[src/shared/srl_pkg.sv]
// Shared constants, types and helper functions of the serial register loop block.
// =====================================================================
// Functional notes
// First word stores at control byte address.
// Held chip select continues transfers, no control byte.
// Serial output floats during every write.
// Serial input sampled on rising clock edges.
// Non-writable target: no change, pointer stalls.
// Host restarts after stall at writable address.
// One control byte; loop until select rises.
// Pointer advances in set, wraps after last.
// Read loop field picks static/group/type/full.
// Input ignored after control byte on reads.
// Idle-low clock: old MSB, then new at ready.
// Idle-high clock: output holds last LSB.
// Write loop bit: static or type set.
// Key not unlocked: only key register writable.
// Phase write or setting change restarts converters.
// Restart clears results; conversion resumes alone.
// Ready pulse low for half modulator period.
// First pulse after settle plus delay; periodic.
// Idle ready pin floats or drives high.
// Ready pulses ignore chip select entirely.
// Hardware reset low silences ready pin.
// Checksum flag latches ready pin low.
// Chip select rise aborts, interface returns idle.
// Control byte: identifier, address, direction; match only.
// Low control bit: one reads, zero writes.
// Host reads after output update delay.
package srl_pkg;

  // =====================================================================
  // Widths and counts
  localparam int DATA_W = 24;
  localparam int PH_DELAY_W = 12;
  localparam logic [4:0] WORD_LAST = 5'h17;
  localparam logic [4:0] CTRL_LAST = 5'h07;
  localparam logic [1:0] DEV_ID_DEF = 2'h1;

  // =====================================================================
  // Register addresses
  localparam logic [4:0] ADDR_FIRST = 5'h00;
  localparam logic [4:0] ADDR_RES_LAST = 5'h07;
  localparam logic [4:0] ADDR_CFG_FIRST = 5'h08;
  localparam logic [4:0] ADDR_PHASE0 = 5'h08;
  localparam logic [4:0] ADDR_PHASE1 = 5'h09;
  localparam logic [4:0] ADDR_STATUS = 5'h0A;
  localparam logic [4:0] ADDR_CONFIG = 5'h0B;
  localparam logic [4:0] ADDR_CHAN = 5'h0C;
  localparam logic [4:0] ADDR_KEY = 5'h1F;

  // =====================================================================
  // Field positions
  localparam int ST_READ_LSB = 22;
  localparam int ST_WRITE_BIT = 21;
  localparam int ST_FLOAT_BIT = 20;
  localparam int CF_OSR_LSB = 13;
  localparam int CF_PRE_LSB = 16;
  localparam int CF_EXTCLK_BIT = 6;
  localparam int CF_EXTREF_BIT = 7;
  localparam int CH_SOFT_LSB = 8;
  localparam int CH_SHDN_LSB = 0;
  localparam int KEY_LSB = 0;
  localparam int PH_DELAY_LSB = 0;

  // =====================================================================
  // Reset values
  localparam logic [DATA_W-1:0] STATUS_RST = 24'hA0_0000;
  localparam logic [DATA_W-1:0] KEY_RST = 24'h00_00A5;
  localparam logic [7:0] KEY_UNLOCK = 8'hA5;

  typedef logic [DATA_W-1:0] srl_word_t;

  typedef enum logic [1:0] {
    SRL_LOOP_STATIC = 2'b00,
    SRL_LOOP_GROUP = 2'b01,
    SRL_LOOP_TYPE = 2'b10,
    SRL_LOOP_FULL = 2'b11
  } srl_loop_e;

  typedef enum logic [2:0] {
    SRL_PH_IDLE = 3'b000,
    SRL_PH_CTRL = 3'b001,
    SRL_PH_WRITE = 3'b010,
    SRL_PH_READ = 3'b011,
    SRL_PH_HOLD = 3'b100
  } srl_phase_e;

  // =====================================================================
  // Address set arithmetic
  function automatic logic [4:0] set_first(input logic [4:0] a, input srl_loop_e m);
    case (m)
      SRL_LOOP_STATIC: set_first = a;
      SRL_LOOP_GROUP: set_first = (a <= ADDR_RES_LAST) ? {a[4:1], 1'b0} : ADDR_CFG_FIRST;
      SRL_LOOP_TYPE: set_first = (a <= ADDR_RES_LAST) ? ADDR_FIRST : ADDR_CFG_FIRST;
      default: set_first = ADDR_FIRST;
    endcase
  endfunction

  function automatic logic [4:0] set_last(input logic [4:0] a, input srl_loop_e m);
    case (m)
      SRL_LOOP_STATIC: set_last = a;
      SRL_LOOP_GROUP: set_last = (a <= ADDR_RES_LAST) ? {a[4:1], 1'b1} : ADDR_KEY;
      SRL_LOOP_TYPE: set_last = (a <= ADDR_RES_LAST) ? ADDR_RES_LAST : ADDR_KEY;
      default: set_last = ADDR_KEY;
    endcase
  endfunction

  function automatic logic [4:0] next_ptr(input logic [4:0] a, input srl_loop_e m);
    next_ptr = (a == set_last(a, m)) ? set_first(a, m) : 5'(a + 5'h01);
  endfunction

  // Result addresses are never writable; a locked map leaves only the key register open.
  function automatic logic may_write(input logic [4:0] a, input logic locked);
    may_write = (a >= ADDR_CFG_FIRST) && (!locked || a == ADDR_KEY);
  endfunction

endpackage

[src/shared/srl_ready_if.sv]
// Signals between the serial port logic and the sample-ready pulse generator.
`timescale 1ns/100ps
interface srl_ready_if;
  logic restart;
  logic float_sel;
  logic [srl_pkg::PH_DELAY_W-1:0] phase_delay;
  logic crc_flag;
  logic hw_active;
  logic ready_start;
  logic ready_o;
  logic ready_oe;
  modport ctl (
    output restart, float_sel, phase_delay, crc_flag, hw_active,
    input ready_start, ready_o, ready_oe
  );
  modport gen (
    input restart, float_sel, phase_delay, crc_flag, hw_active,
    output ready_start, ready_o, ready_oe
  );
endinterface // srl_ready_if

[src/rtl/srl_ready_gen.sv]
// Sample-ready pulse generator, timed from the modulator clock.
`timescale 1ns/100ps
module srl_ready_gen #(
  parameter int MOD_DIV = 4,
  parameter int RATE_DIV = 256,
  parameter int SETTLE = 1024
) (
  input wire logic clk,
  input wire logic rst,
  srl_ready_if.gen ifc
);
  import srl_pkg::*;

  if (MOD_DIV < 2 || MOD_DIV % 2 != 0 || RATE_DIV < 2 || SETTLE + 4096 > 65535) begin : g_bad_param
    $error("srl_ready_gen: unsupported divider or settle value");
  end

  localparam logic [15:0] DIV_LAST = 16'(MOD_DIV - 1);
  localparam logic [15:0] HALF = 16'(MOD_DIV / 2);
  localparam logic [15:0] RATE_LAST = 16'(RATE_DIV - 1);
  localparam logic [15:0] SETTLE_W = 16'(SETTLE);

  typedef struct packed {
    logic [15:0] div;
    logic [15:0] wait_cnt;
    logic [15:0] pcnt;
    logic start;
    logic o;
    logic oe;
  } srl_gen_s;

  srl_gen_s s;
  srl_gen_s n;

  // =====================================================================
  // Pulse timing
  always_comb begin
    n = s;
    n.start = 1'b0;
    n.div = (s.div == DIV_LAST) ? 16'h0000 : 16'(s.div + 16'h0001);
    if (s.pcnt != 16'h0000) begin
      n.pcnt = 16'(s.pcnt - 16'h0001);
    end
    if (s.div == DIV_LAST) begin
      if (s.wait_cnt == 16'h0000) begin
        n.start = 1'b1;
        n.pcnt = HALF;
        n.wait_cnt = RATE_LAST;
      end else begin
        n.wait_cnt = 16'(s.wait_cnt - 16'h0001);
      end
    end
    // Reloading while held keeps the first pulse at settle plus delay after release.
    if (ifc.restart || !ifc.hw_active) begin
      n.div = 16'h0000;
      n.pcnt = 16'h0000;
      n.start = 1'b0;
      n.wait_cnt = 16'(SETTLE_W + {4'h0, ifc.phase_delay});
    end
    // Chip select never reaches this logic, so pulses run whatever chip select does.
    if (!ifc.hw_active) begin
      n.o = 1'b1;
      n.oe = 1'b0;
    end else if (ifc.crc_flag || n.pcnt != 16'h0000) begin
      n.o = 1'b0;
      n.oe = 1'b1;
    end else begin
      n.o = 1'b1;
      n.oe = ifc.float_sel;
    end
  end

  always_ff @(posedge clk) begin
    if (rst) begin
      s <= '0;
      s.wait_cnt <= SETTLE_W;
      s.o <= 1'b1;
    end else begin
      s <= n;
    end
  end

  assign ifc.ready_start = s.start;
  assign ifc.ready_o = s.o;
  assign ifc.ready_oe = s.oe;

  // =====================================================================
  // Checks
  property p_hw_quiet;
    @(posedge clk) disable iff (rst) !ifc.hw_active |=> !ifc.ready_oe && ifc.ready_o;
  endproperty
  a_hw_quiet: assert property (p_hw_quiet) else $error("ready pin active during hardware reset");

  property p_crc_low;
    @(posedge clk) disable iff (rst) (ifc.crc_flag && ifc.hw_active) |=> (!ifc.ready_o && ifc.ready_oe);
  endproperty
  a_crc_low: assert property (p_crc_low) else $error("ready pin not latched low on checksum flag");

  property p_idle_level;
    @(posedge clk) disable iff (rst)
      (ifc.hw_active && !ifc.crc_flag && n.pcnt == 16'h0000) |=> (ifc.ready_o && ifc.ready_oe == $past(ifc.float_sel));
  endproperty
  a_idle_level: assert property (p_idle_level) else $error("idle ready level wrong");

  property p_pulse_low;
    @(posedge clk) disable iff (rst) (s.start && ifc.hw_active && !ifc.restart) |-> (!ifc.ready_o && ifc.ready_oe);
  endproperty
  a_pulse_low: assert property (p_pulse_low) else $error("ready pulse not driven low");

endmodule // srl_ready_gen

[src/rtl/srl_top.sv]
// Serial slave port with looping address pointer, write key and sample-ready output.
`timescale 1ns/100ps
module srl_top #(
  parameter logic [1:0] DEV_ID = srl_pkg::DEV_ID_DEF,
  parameter int MOD_DIV = 4,
  parameter int RATE_DIV = 256,
  parameter int SETTLE = 1024
) (
  input wire logic clk,
  input wire logic rst,
  input wire logic cs_n,
  input wire logic sck,
  input wire logic sdi,
  output logic sdo,
  output logic sdo_oe,
  input wire logic hw_reset_n,
  input wire logic config_checksum_flag,
  input wire logic result_valid,
  input wire logic [2:0] result_ch,
  input wire srl_pkg::srl_word_t result_data,
  output logic conv_restart,
  output logic [7:0] conv_restart_mask,
  output logic sample_ready_n_o,
  output logic sample_ready_n_oe
);
  import srl_pkg::*;

  typedef struct packed {
    srl_phase_e phase;
    logic sck_q;
    logic cpol;
    logic [4:0] cnt;
    logic [4:0] ptr;
    srl_word_t shift;
    srl_word_t shadow;
    logic sdo;
    logic sdo_oe;
    logic restart;
    logic [7:0] mask;
    logic [31:0][DATA_W-1:0] regs;
  } srl_state_s;

  srl_state_s s;
  srl_state_s n;
  srl_ready_if u_if ();

  logic sck_rise;
  logic sck_fall;
  logic word_end;
  logic locked;
  logic wr_ok;
  logic cfg_chg;
  logic ctrl_end;
  logic [7:0] ctrl;
  srl_word_t wdata;
  srl_word_t cfg_old;
  srl_loop_e rd_mode;
  srl_loop_e wr_mode;

  // =====================================================================
  // Decoding of the current state
  assign sck_rise = sck && !s.sck_q;
  assign sck_fall = !sck && s.sck_q;
  assign word_end = sck_rise && s.cnt == WORD_LAST;
  assign wdata = {s.shift[DATA_W-2:0], sdi};
  assign ctrl = {s.shift[6:0], sdi};
  assign locked = s.regs[ADDR_KEY][KEY_LSB +: 8] != KEY_UNLOCK;
  assign wr_ok = may_write(s.ptr, locked);
  assign rd_mode = srl_loop_e'(s.regs[ADDR_STATUS][ST_READ_LSB +: 2]);
  assign wr_mode = s.regs[ADDR_STATUS][ST_WRITE_BIT] ? SRL_LOOP_TYPE : SRL_LOOP_STATIC;
  assign cfg_old = s.regs[ADDR_CONFIG];
  assign cfg_chg = (wdata[CF_OSR_LSB +: 3] != cfg_old[CF_OSR_LSB +: 3])
                || (wdata[CF_PRE_LSB +: 2] != cfg_old[CF_PRE_LSB +: 2])
                || (wdata[CF_EXTCLK_BIT] != cfg_old[CF_EXTCLK_BIT])
                || (wdata[CF_EXTREF_BIT] != cfg_old[CF_EXTREF_BIT]);

  // =====================================================================
  // Next state
  always_comb begin
    n = s;
    n.sck_q = sck;
    n.restart = 1'b0;
    if (result_valid) begin
      n.regs[{2'b00, result_ch}] = result_data;
    end
    // A clear that meets a new result in the same cycle wins, as the result is stale.
    if (s.restart) begin
      for (int i = 0; i < 8; i++) begin
        if (s.mask[i]) begin
          n.regs[i] = '0;
        end
      end
    end
    if (cs_n) begin
      n.phase = SRL_PH_IDLE;
      n.cnt = 5'h00;
      n.sdo_oe = 1'b0;
    end else begin
      case (s.phase)
        SRL_PH_IDLE: begin
          n.phase = SRL_PH_CTRL;
          n.cnt = 5'h00;
          n.cpol = sck;
          n.sdo_oe = 1'b0;
        end
        SRL_PH_CTRL: begin
          if (sck_rise) begin
            n.shift = wdata;
            n.cnt = 5'(s.cnt + 5'h01);
            if (s.cnt == CTRL_LAST) begin
              n.cnt = 5'h00;
              n.ptr = ctrl[5:1];
              if (ctrl[7:6] != DEV_ID) begin
                n.phase = SRL_PH_HOLD;
              end else if (ctrl[0]) begin
                n.phase = SRL_PH_READ;
                n.sdo_oe = 1'b1;
                n.shadow = s.regs[ctrl[5:1]];
                n.sdo = s.regs[ctrl[5:1]][DATA_W-1];
              end else begin
                n.phase = SRL_PH_WRITE;
              end
            end
          end
        end
        SRL_PH_WRITE: begin
          n.sdo_oe = 1'b0;
          if (sck_rise) begin
            n.shift = wdata;
            n.cnt = 5'(s.cnt + 5'h01);
            if (word_end) begin
              n.cnt = 5'h00;
              if (wr_ok) begin
                n.regs[s.ptr] = wdata;
                n.ptr = next_ptr(s.ptr, wr_mode);
                if (s.ptr == ADDR_PHASE0 || s.ptr == ADDR_PHASE1 || (s.ptr == ADDR_CONFIG && cfg_chg)) begin
                  n.restart = 1'b1;
                  n.mask = ~(s.regs[ADDR_CHAN][CH_SOFT_LSB +: 8] | s.regs[ADDR_CHAN][CH_SHDN_LSB +: 8]);
                end
              end else begin
                n.phase = SRL_PH_HOLD;
              end
            end
          end
        end
        SRL_PH_READ: begin
          // Serial input is not looked at here at all.
          if (sck_rise) begin
            n.cnt = 5'(s.cnt + 5'h01);
            if (word_end) begin
              n.cnt = 5'h00;
              n.ptr = next_ptr(s.ptr, rd_mode);
            end
          end
          // An idle-high clock gives no falling edge after the last bit, so the LSB stays.
          if (sck_fall) begin
            if (s.cnt == 5'h00) begin
              n.shadow = s.regs[s.ptr];
              n.sdo = s.regs[s.ptr][DATA_W-1];
            end else begin
              n.sdo = s.shadow[WORD_LAST - s.cnt];
            end
          end else if (u_if.ready_start && !s.cpol && !sck && s.cnt == 5'h00) begin
            n.shadow = n.regs[s.ptr];
            n.sdo = n.regs[s.ptr][DATA_W-1];
          end
        end
        SRL_PH_HOLD: begin
          // Stalled or not addressed: wait for chip select to rise.
          n.sdo_oe = 1'b0;
        end
        default: begin
          n.phase = SRL_PH_IDLE;
        end
      endcase
    end
  end

  always_ff @(posedge clk) begin
    if (rst) begin
      s <= '0;
      s.regs[ADDR_STATUS] <= STATUS_RST;
      s.regs[ADDR_KEY] <= KEY_RST;
    end else begin
      s <= n;
    end
  end

  // =====================================================================
  // Sample-ready generator
  assign u_if.restart = s.restart;
  assign u_if.float_sel = s.regs[ADDR_STATUS][ST_FLOAT_BIT];
  assign u_if.phase_delay = s.regs[ADDR_PHASE0][PH_DELAY_LSB +: PH_DELAY_W];
  assign u_if.crc_flag = config_checksum_flag;
  assign u_if.hw_active = hw_reset_n;

  srl_ready_gen #(
    .MOD_DIV(MOD_DIV),
    .RATE_DIV(RATE_DIV),
    .SETTLE(SETTLE)
  ) u_gen (
    .clk(clk),
    .rst(rst),
    .ifc(u_if.gen)
  );

  assign sdo = s.sdo;
  assign sdo_oe = s.sdo_oe;
  assign conv_restart = s.restart;
  assign conv_restart_mask = s.mask;
  assign sample_ready_n_o = u_if.ready_o;
  assign sample_ready_n_oe = u_if.ready_oe;

  // =====================================================================
  // Checks
  property p_write_hiz;
    @(posedge clk) disable iff (rst) (s.phase == SRL_PH_WRITE) |-> !sdo_oe;
  endproperty
  a_write_hiz: assert property (p_write_hiz) else $error("serial output driven during write");

  property p_cs_abort;
    @(posedge clk) disable iff (rst) cs_n |=> (s.phase == SRL_PH_IDLE && !sdo_oe && s.cnt == 5'h00);
  endproperty
  a_cs_abort: assert property (p_cs_abort) else $error("chip select rise did not abort");

  property p_stall;
    @(posedge clk) disable iff (rst)
      (!cs_n && s.phase == SRL_PH_WRITE && word_end && !wr_ok) |=> (s.phase == SRL_PH_HOLD && s.ptr == $past(s.ptr));
  endproperty
  a_stall: assert property (p_stall) else $error("non-writable write advanced pointer");

  property p_lock;
    @(posedge clk) disable iff (rst)
      (!cs_n && s.phase == SRL_PH_WRITE && word_end && locked && s.ptr != ADDR_KEY) |=> s.phase == SRL_PH_HOLD;
  endproperty
  a_lock: assert property (p_lock) else $error("locked map accepted a write");

  property p_store;
    @(posedge clk) disable iff (rst)
      (!cs_n && s.phase == SRL_PH_WRITE && word_end && wr_ok) |=> s.regs[$past(s.ptr)] == $past(wdata);
  endproperty
  a_store: assert property (p_store) else $error("written word not stored");

  property p_restart;
    @(posedge clk) disable iff (rst)
      (!cs_n && s.phase == SRL_PH_WRITE && word_end && wr_ok && s.ptr == ADDR_PHASE0) |=> conv_restart;
  endproperty
  a_restart: assert property (p_restart) else $error("phase write did not restart converters");

  property p_clear;
    @(posedge clk) disable iff (rst) (conv_restart && conv_restart_mask[0]) |=> s.regs[0] == '0;
  endproperty
  a_clear: assert property (p_clear) else $error("result not cleared on restart");

  property p_wrap;
    @(posedge clk) disable iff (rst)
      (!cs_n && s.phase == SRL_PH_READ && word_end && s.ptr == set_last(s.ptr, rd_mode))
        |=> s.ptr == $past(set_first(s.ptr, rd_mode));
  endproperty
  a_wrap: assert property (p_wrap) else $error("pointer did not wrap to set start");

  assign ctrl_end = !cs_n && s.phase == SRL_PH_CTRL && sck_rise && s.cnt == CTRL_LAST;

  property p_id_ignore;
    @(posedge clk) disable iff (rst) (ctrl_end && ctrl[7:6] != DEV_ID) |=> s.phase == SRL_PH_HOLD;
  endproperty
  a_id_ignore: assert property (p_id_ignore) else $error("foreign identifier accepted");

  property p_dir;
    @(posedge clk) disable iff (rst)
      (ctrl_end && ctrl[7:6] == DEV_ID) |=> s.phase == ($past(ctrl[0]) ? SRL_PH_READ : SRL_PH_WRITE);
  endproperty
  a_dir: assert property (p_dir) else $error("direction bit not obeyed");

  property p_shift_in;
    @(posedge clk) disable iff (rst) (!cs_n && s.phase == SRL_PH_WRITE && sck_rise) |=> s.shift[0] == $past(sdi);
  endproperty
  a_shift_in: assert property (p_shift_in) else $error("input bit not taken at rising clock");

  property p_read_ignore;
    @(posedge clk) disable iff (rst) (!cs_n && s.phase == SRL_PH_READ) |=> s.shift == $past(s.shift);
  endproperty
  a_read_ignore: assert property (p_read_ignore) else $error("input taken during read");

  property p_wr_static;
    @(posedge clk) disable iff (rst)
      (!cs_n && s.phase == SRL_PH_WRITE && word_end && wr_ok && wr_mode == SRL_LOOP_STATIC)
        |=> s.ptr == $past(s.ptr);
  endproperty
  a_wr_static: assert property (p_wr_static) else $error("static write loop moved the pointer");

  property p_rd_static;
    @(posedge clk) disable iff (rst)
      (!cs_n && s.phase == SRL_PH_READ && word_end && rd_mode == SRL_LOOP_STATIC) |=> s.ptr == $past(s.ptr);
  endproperty
  a_rd_static: assert property (p_rd_static) else $error("static read loop moved the pointer");

  property p_hold_lsb;
    @(posedge clk) disable iff (rst) (!cs_n && s.phase == SRL_PH_READ && s.cpol && !sck_fall) |=> $stable(sdo);
  endproperty
  a_hold_lsb: assert property (p_hold_lsb) else $error("output moved without a falling clock");

  property p_fall_msb;
    @(posedge clk) disable iff (rst)
      (!cs_n && s.phase == SRL_PH_READ && sck_fall && s.cnt == 5'h00) |=> sdo == $past(s.regs[s.ptr][DATA_W-1]);
  endproperty
  a_fall_msb: assert property (p_fall_msb) else $error("word start did not show the top bit");

endmodule // srl_top

[config.mk]
export PLATFORM = sky130hd
export DESIGN_NAME = srl_top
export DESIGN_NICKNAME = d
export VERILOG_FILES = /design/src/shared/srl_pkg.sv /design/src/shared/srl_ready_if.sv /design/src/rtl/srl_ready_gen.sv /design/src/rtl/srl_top.sv
export SDC_FILE = /design/constraint.sdc
export NUM_CORES = 2
export LEC_CHECK = 0
export CAP_MARGIN = 25
export CORE_ASPECT_RATIO = 1.75
export CORE_MARGIN = 5
export CORE_UTILIZATION = 40
export DETAILED_ROUTE_END_ITERATION = 7
export DONT_BUFFER_PORTS = 1
export GPL_ROUTABILITY_DRIVEN = 0
export PLACE_DENSITY = 0.51
export REMOVE_ABC_BUFFERS = 1
export SYNTH_ARGS = -nofsm -noshare
export SYNTH_HDL_FRONTEND = slang
export SYNTH_SLANG_ARGS = --single-unit
export TNS_END_PERCENT = 10
[constraint.sdc]
create_clock -name clk -period 4.8 [get_ports clk]
set_clock_uncertainty 0.2 [all_clocks]
set_input_delay 0.48 -clock clk [delete_from_list [all_inputs] [get_ports clk]]
set_output_delay 0.48 -clock clk [all_outputs]
set_load 0.02 [all_outputs]
Yosys cells after proc, flatten, opt, wreduce, memory -nomap -nowiden. Cells that the tools add are included. Widths: inputs -> output; s select.

Output and inout port bits: 13. Input bits: 35. Flip-flop bits (word level): 892.

Reductions and logical operators: 52. Add/subtract/negate cells: 7. Equality and inequality tests: 37. $lt $le $gt $ge: 8. Bitwise logic cells: 10. Mux-type cells: 83.

Operator list (count): $mux 768 (6); $bwmux 768 (2); $bmux 24 s5 (3); $mux 24 (14); $mux 192 (1); $demux 24 s5 (1); $mux 26 (3); $mux 5 (15); $pmux 5 s3 (5); $demux 24 s3 (1); $mux 33 (2); $mux 60 (1); $mux 25 (2); $pmux 25 s2 (1); $pmux 23 s2 (1); $mux 10 (4); $mux 34 (1); $mux 16 (2); $reduce_bool 16->1 (2); $sub 16x1->16 const B (2); $pmux 5 s4 (1); $lt 5x6->1 const B (3); $mux 3 (6); $ne 2x2->1 const B (9); other kinds (56) (109).

Depth between registers and ports, before layout.
Word-level depth: 15. Mapped depth: 15. Depth with buffers taken out: 9.

Cells and area by module. From an unflattened synthesis, not the netlist that was laid out.

Cell total of the unflattened synthesis: 5219. Area total of the unflattened synthesis: 46663.5 um2.

By module, submodules not included: srl_top (times used 1, cells an instance 4898, area each 44039.7 um2); srl_ready_gen (times used 1, cells an instance 321, area each 2623.8 um2).

Worst setup path after synthesis. Ideal clock, no wire load.

Path type: reg-to-reg. From: reg s[829] in the netlist's numbering. To: reg s[502] in the netlist's numbering. Cell stages (with the launch flop): 16. Clock period less this slack: 3.781 ns. Buffers on the path: 7. Arrival: 3.453 ns. Slack: 1.019 ns. Library setup time: 0.128 ns. Required time: 4.472 ns. Cells stage by stage: dfxtp_1 clkbuf_1 clkbuf_1 buf_2 buf_1 clkbuf_1 and3_1 ha_1 a21oi_1 nor4_4 and2_0 clkbuf_2 nand3_2 buf_2 mux2i_1 nor2_1.

Longest elaborated chain between the ends: 10.

Ends and longest elaborated chain: from (decl) (line srl_top.sv:43) `srl_state_s s;`; from (signal assigned) (line srl_top.sv:185) `s <= n;`; $lt 5x6->1 (implied by the code) or $ge 5x1->1 (tied branches) (line srl_top.sv:134) `n.regs[s.ptr] = wdata;`; $logic_and 1x1->1 (implied by the code) (line srl_top.sv:134); $mux 24 (implied by the code) (line srl_top.sv:134); $demux 24 s5 (line srl_top.sv:134); $bwmux 768 (line srl_top.sv:134); $mux 768 (*) (line srl_top.sv:133) `if (wr_ok) begin`; $mux 768 (*) (line srl_top.sv:131) `if (word_end) begin`; $mux 768 (*) (line srl_top.sv:128) `if (sck_rise) begin`; $mux 768 (*) (line srl_top.sv:99) `case (s.phase)`; $mux 768 (*) (line srl_top.sv:94) `if (cs_n) begin`.

Every way passes the cells marked *; elsewhere a longest branch is shown, timed or not. A chain may end at the register's enable or synchronous reset.

Final worst setup path.
From: reg s[827] in the netlist's numbering. To: reg s[495] in the netlist's numbering.

Same word-level chain as after synthesis.

==> metrics.md <==
| Metric | Value |
|---|---|
| Critical path launch point type | `register` |
| Asr flop ratio synth | `0` |
| Number of antenna-violating nets in the routed design | `0` |
| Root Driver | `clkbuf_16` |
| EDFF count, synth | `0` |
| Cts bufs inserted | `88` |
| Setup CP Type | `register to register` |
| Yosys warnings | `0` |
| Hold endpoint | `s[47]` |
| Die area | `0.126 sq mm` |
| HPWL after detailed placement | `120000 um` |
| Yosys top cell by area | `dfxtp_1` |
| Mapped Avg Cell Area | `9.41 sq um` |
| Setup violators final | `0` |
| Reg2reg end | `s[495]` |
| Delay-heaviest family, CP | `simple AND/OR/NAND/NOR gates` |
| CP peak stage delay | `690 ps` |
| CP dominant cell by count | `ha_1` |
| Number of synthesized register bits | `892` |
| Post_cts resized | `0` |
| RSZ-0062 raised after global routing | `no` |
| CTS tree | `yes` |
| Hold Fails Final Rpt | `0` |
| Clk_lat worst skew | `710 ps` |
| Distinct cells, synth | `83` |
| Reg clk slew, reported paths | `70 ps` |
| Clk sink count | `892` |
| Tot Pwr | `16.4 mW` |
| Num rows | `167` |
| Slew margin rel. | `0.0360` |
| Global Route met3 Usage | `0.0403` |
| Max-cap viol count | `0` |
| Min Tclk post-route | `4460 ps` |
| Post-CTS Setup Bufs | `0` |
| Syn Inst Count | `5031` |
| Largest net degree at the start of global routing | `244` |
| Cell Chain, Critical Path | `ha_1, and3_1, ha_1, a21oi_1, nor4_4, and2_0, nand3_2, buf_12, mux2i_1, nor2_1, dlygate4sd3_1` |
| Slew at the pin closest to its max-slew limit | `1450 ps` |
| F_max | `224 MHz` |
| Initial antenna violation count | `5` |
| Met2 usage | `0.514` |
| I/O pin count | `48` |
| Die Y | `465 um` |
| Hold_buf cts | `234` |
| DR vias/cell | `6.12` |
| Area of the core | `0.118 sq mm` |
| Hold path depth | `3` |
| Slack of the critical path | `335 ps` |
| Synth top area share | `0.377` |
| Vias in the first global route | `39700` |
| Iteration count of the initial detailed-routing pass | `6` |
| Reg2reg setup slack | `340 ps` |
| Final WL | `191000 um` |
| Arr. time, crit path | `4860 ps` |
| Pins Over Slew Limit | `0` |
| Finished Layout Cells | `6593` |
| HP Start | `result_valid` |
| CTS max path bufs | `3` |
| Most Crowded Layer GR | `met2` |
| GR Util met1 | `0.338` |
| Overflow after GRT | `0` |
| Synth area leaders | `dfxtp_1 (38%), mux4_2 (21%), mux2i_1 (9.1%), nand2_1 (8.3%), a21oi_1 (5.4%)` |
| Outcome | `finished, final reports clean` |
| Cell area after synthesis | `0.0474 sq mm` |
| WL/cell | `28.9 um` |
| GRT Total Usage | `0.294` |
| H-Tree Depth | `3` |
| Layout overhead on the synthesized area | `14.7%` |
| Layout Nets | `5047` |
| Pre-CTS setup slack | `917 ps` |
| Seq/Total Area, Yosys | `0.377` |
| Hold WS | `45.8 ps` |
| Ys flop type | `dfxtp_1` |
| PD cells | `302 mW/mm^2` |
| Die span in x | `270 um` |
| Highest ir drop seen on vdd | `0.000264 V` |
| Finished Core Util | `0.460` |
| Worst Setup End Kind | `register` |
| DRT iter0 DRCs | `3794` |
| CP max stage cell | `dfxtp_4` |
| PortBufs | `0` |
| Initial Util | `0.401` |
| Buffers plus inverters on the worst setup path | `2` |
| DR DRC count | `0` |
| Via Count | `40400` |
| Period utilization | `0.930` |
| Reg2Reg Depth | `11` |
| Layout cell share with drive strength beyond 1 | `0.161` |
| Pleak | `19.8 nW` |
| # placed instances | `6190` |
| Worst r2r src | `s[827]` |
| Worst min path class | `input port to register` |
| Worst-path maximum fanout | `23` |
| First-pass GRT wire length | `276000 um` |
| Crit path required time | `5190 ps` |
-- worst reg2reg max path, cell delays in order (launching register included) --
cell and delay (ps):
dfxtp_4 690, ha_1 260, and3_1 160, ha_1 150
a21oi_1 100, nor4_4 600, and2_0 440, nand3_2 530
buf_12 370, mux2i_1 230, nor2_1 60, dlygate4sd3_1 560
-- synthesized netlist by cell type (6+ instances only) --
cell type and instances:
nand2_1 1043, dfxtp_1 892, a21oi_1 515, nor2_1 462, mux4_2 434, mux2i_1 431, clkbuf_1 357, o21ai_0 166
buf_2 119, nand3_1 46, nand4_1 38, nor3_1 36, o22ai_1 29, o221ai_1 27, xor2_1 24, buf_1 21
and3_1 20, buf_4 19, nand2b_1 19, a211oi_1 17, ha_1 17, nor2b_1 16, or3_1 16, inv_1 15
o31ai_1 15, nor4_1 14, xnor2_1 14, a32oi_1 13, or2_2 12, and2_1 11, a22oi_1 10, a221oi_1 9
a31oi_1 9, o211ai_1 9, a21o_1 7, or4_1 7, mux2_2 6, nand3_2 6, nand3b_1 6, nor3_2 6
o2111ai_1 6
-- worst max-delay path by stage --
stage | depth (start not counted) | endpoint | from | slack (ps)
after floorplan | 7 | s[830] | s[827] | -9100
after global placement | 10 | s[512] | s[827] | 970
after detailed placement | 10 | s[514] | s[827] | 920
after CTS | 11 | s[523] | s[827] | 350
after global routing | 11 | s[519] | s[827] | 70
final | 11 | s[495] | s[827] | 340
-- registers in the layout, summed over array words and instances (netlist names), 2 cells and up --
name and flops:
ctrl 7, u_gen.s 48, rd_mode 2, cfg_old 24, s 797, conv_restart_mask 8
-- stage by stage --
| step | cell area, sq um | setup TNS, ps |
|---|---|---|
| 2_1_floorplan | 45200 | -4631310 |
| 3_3_place_gp | 48700 | 0 |
| 3_5_place_dp | 48700 | 0 |
| 4_1_cts | 54200 | 0 |
| 5_1_grt | 54300 | 0 |
| 6_report | 54300 | 0 |
-- metal layers --
metal  share of wire  wire (um)
met1            0.36      68900
met2            0.50      95400
met3           0.062      11900
met4           0.076      14500
met5         0.00016         31
-- cell usage in the layout (no fill, tap or decap), types with 38 or more instances in the layout --
cell type,count
mux4_2,434
o21ai_0,166
nand4_1,38
nand3_1,45
dlygate4sd3_1,229
dfxtp_1,882
clkbuf_16,93
nand2_1,1043
a21oi_1,515
mux2i_1,431
nor2_1,458
buf_4,134
-- cell type report --
type / instances / area, sq um
well taps: 1521 / 1900
clock buffers: 124 / 2580
flip-flops and latches: 892 / 17900
multi-input cells: 3600 / 27400
repair buffers: 396 / 4010
clock inverters: 39 / 504
inverters: 17 / 66.3
fillers: 11200 / 63700
diodes: 4 / 10.0
-- logic make-up after synthesis --
family | share of synthesized area
simple gates | 0.161
fa+ha+maj | 0.00449
mux | 0.299
flops | 0.377
compound gates | 0.104
buf+inv | 0.0479
xor+xnor | 0.00703
-- report_power, final --
part           total (mW)  switching [mW]  internal [mW]
sequential           7.59           0.107           7.48
clock                7.60            3.24           4.36
combinational        1.21           0.742          0.468
Note: power is estimated with default switching activity, not from simulation.
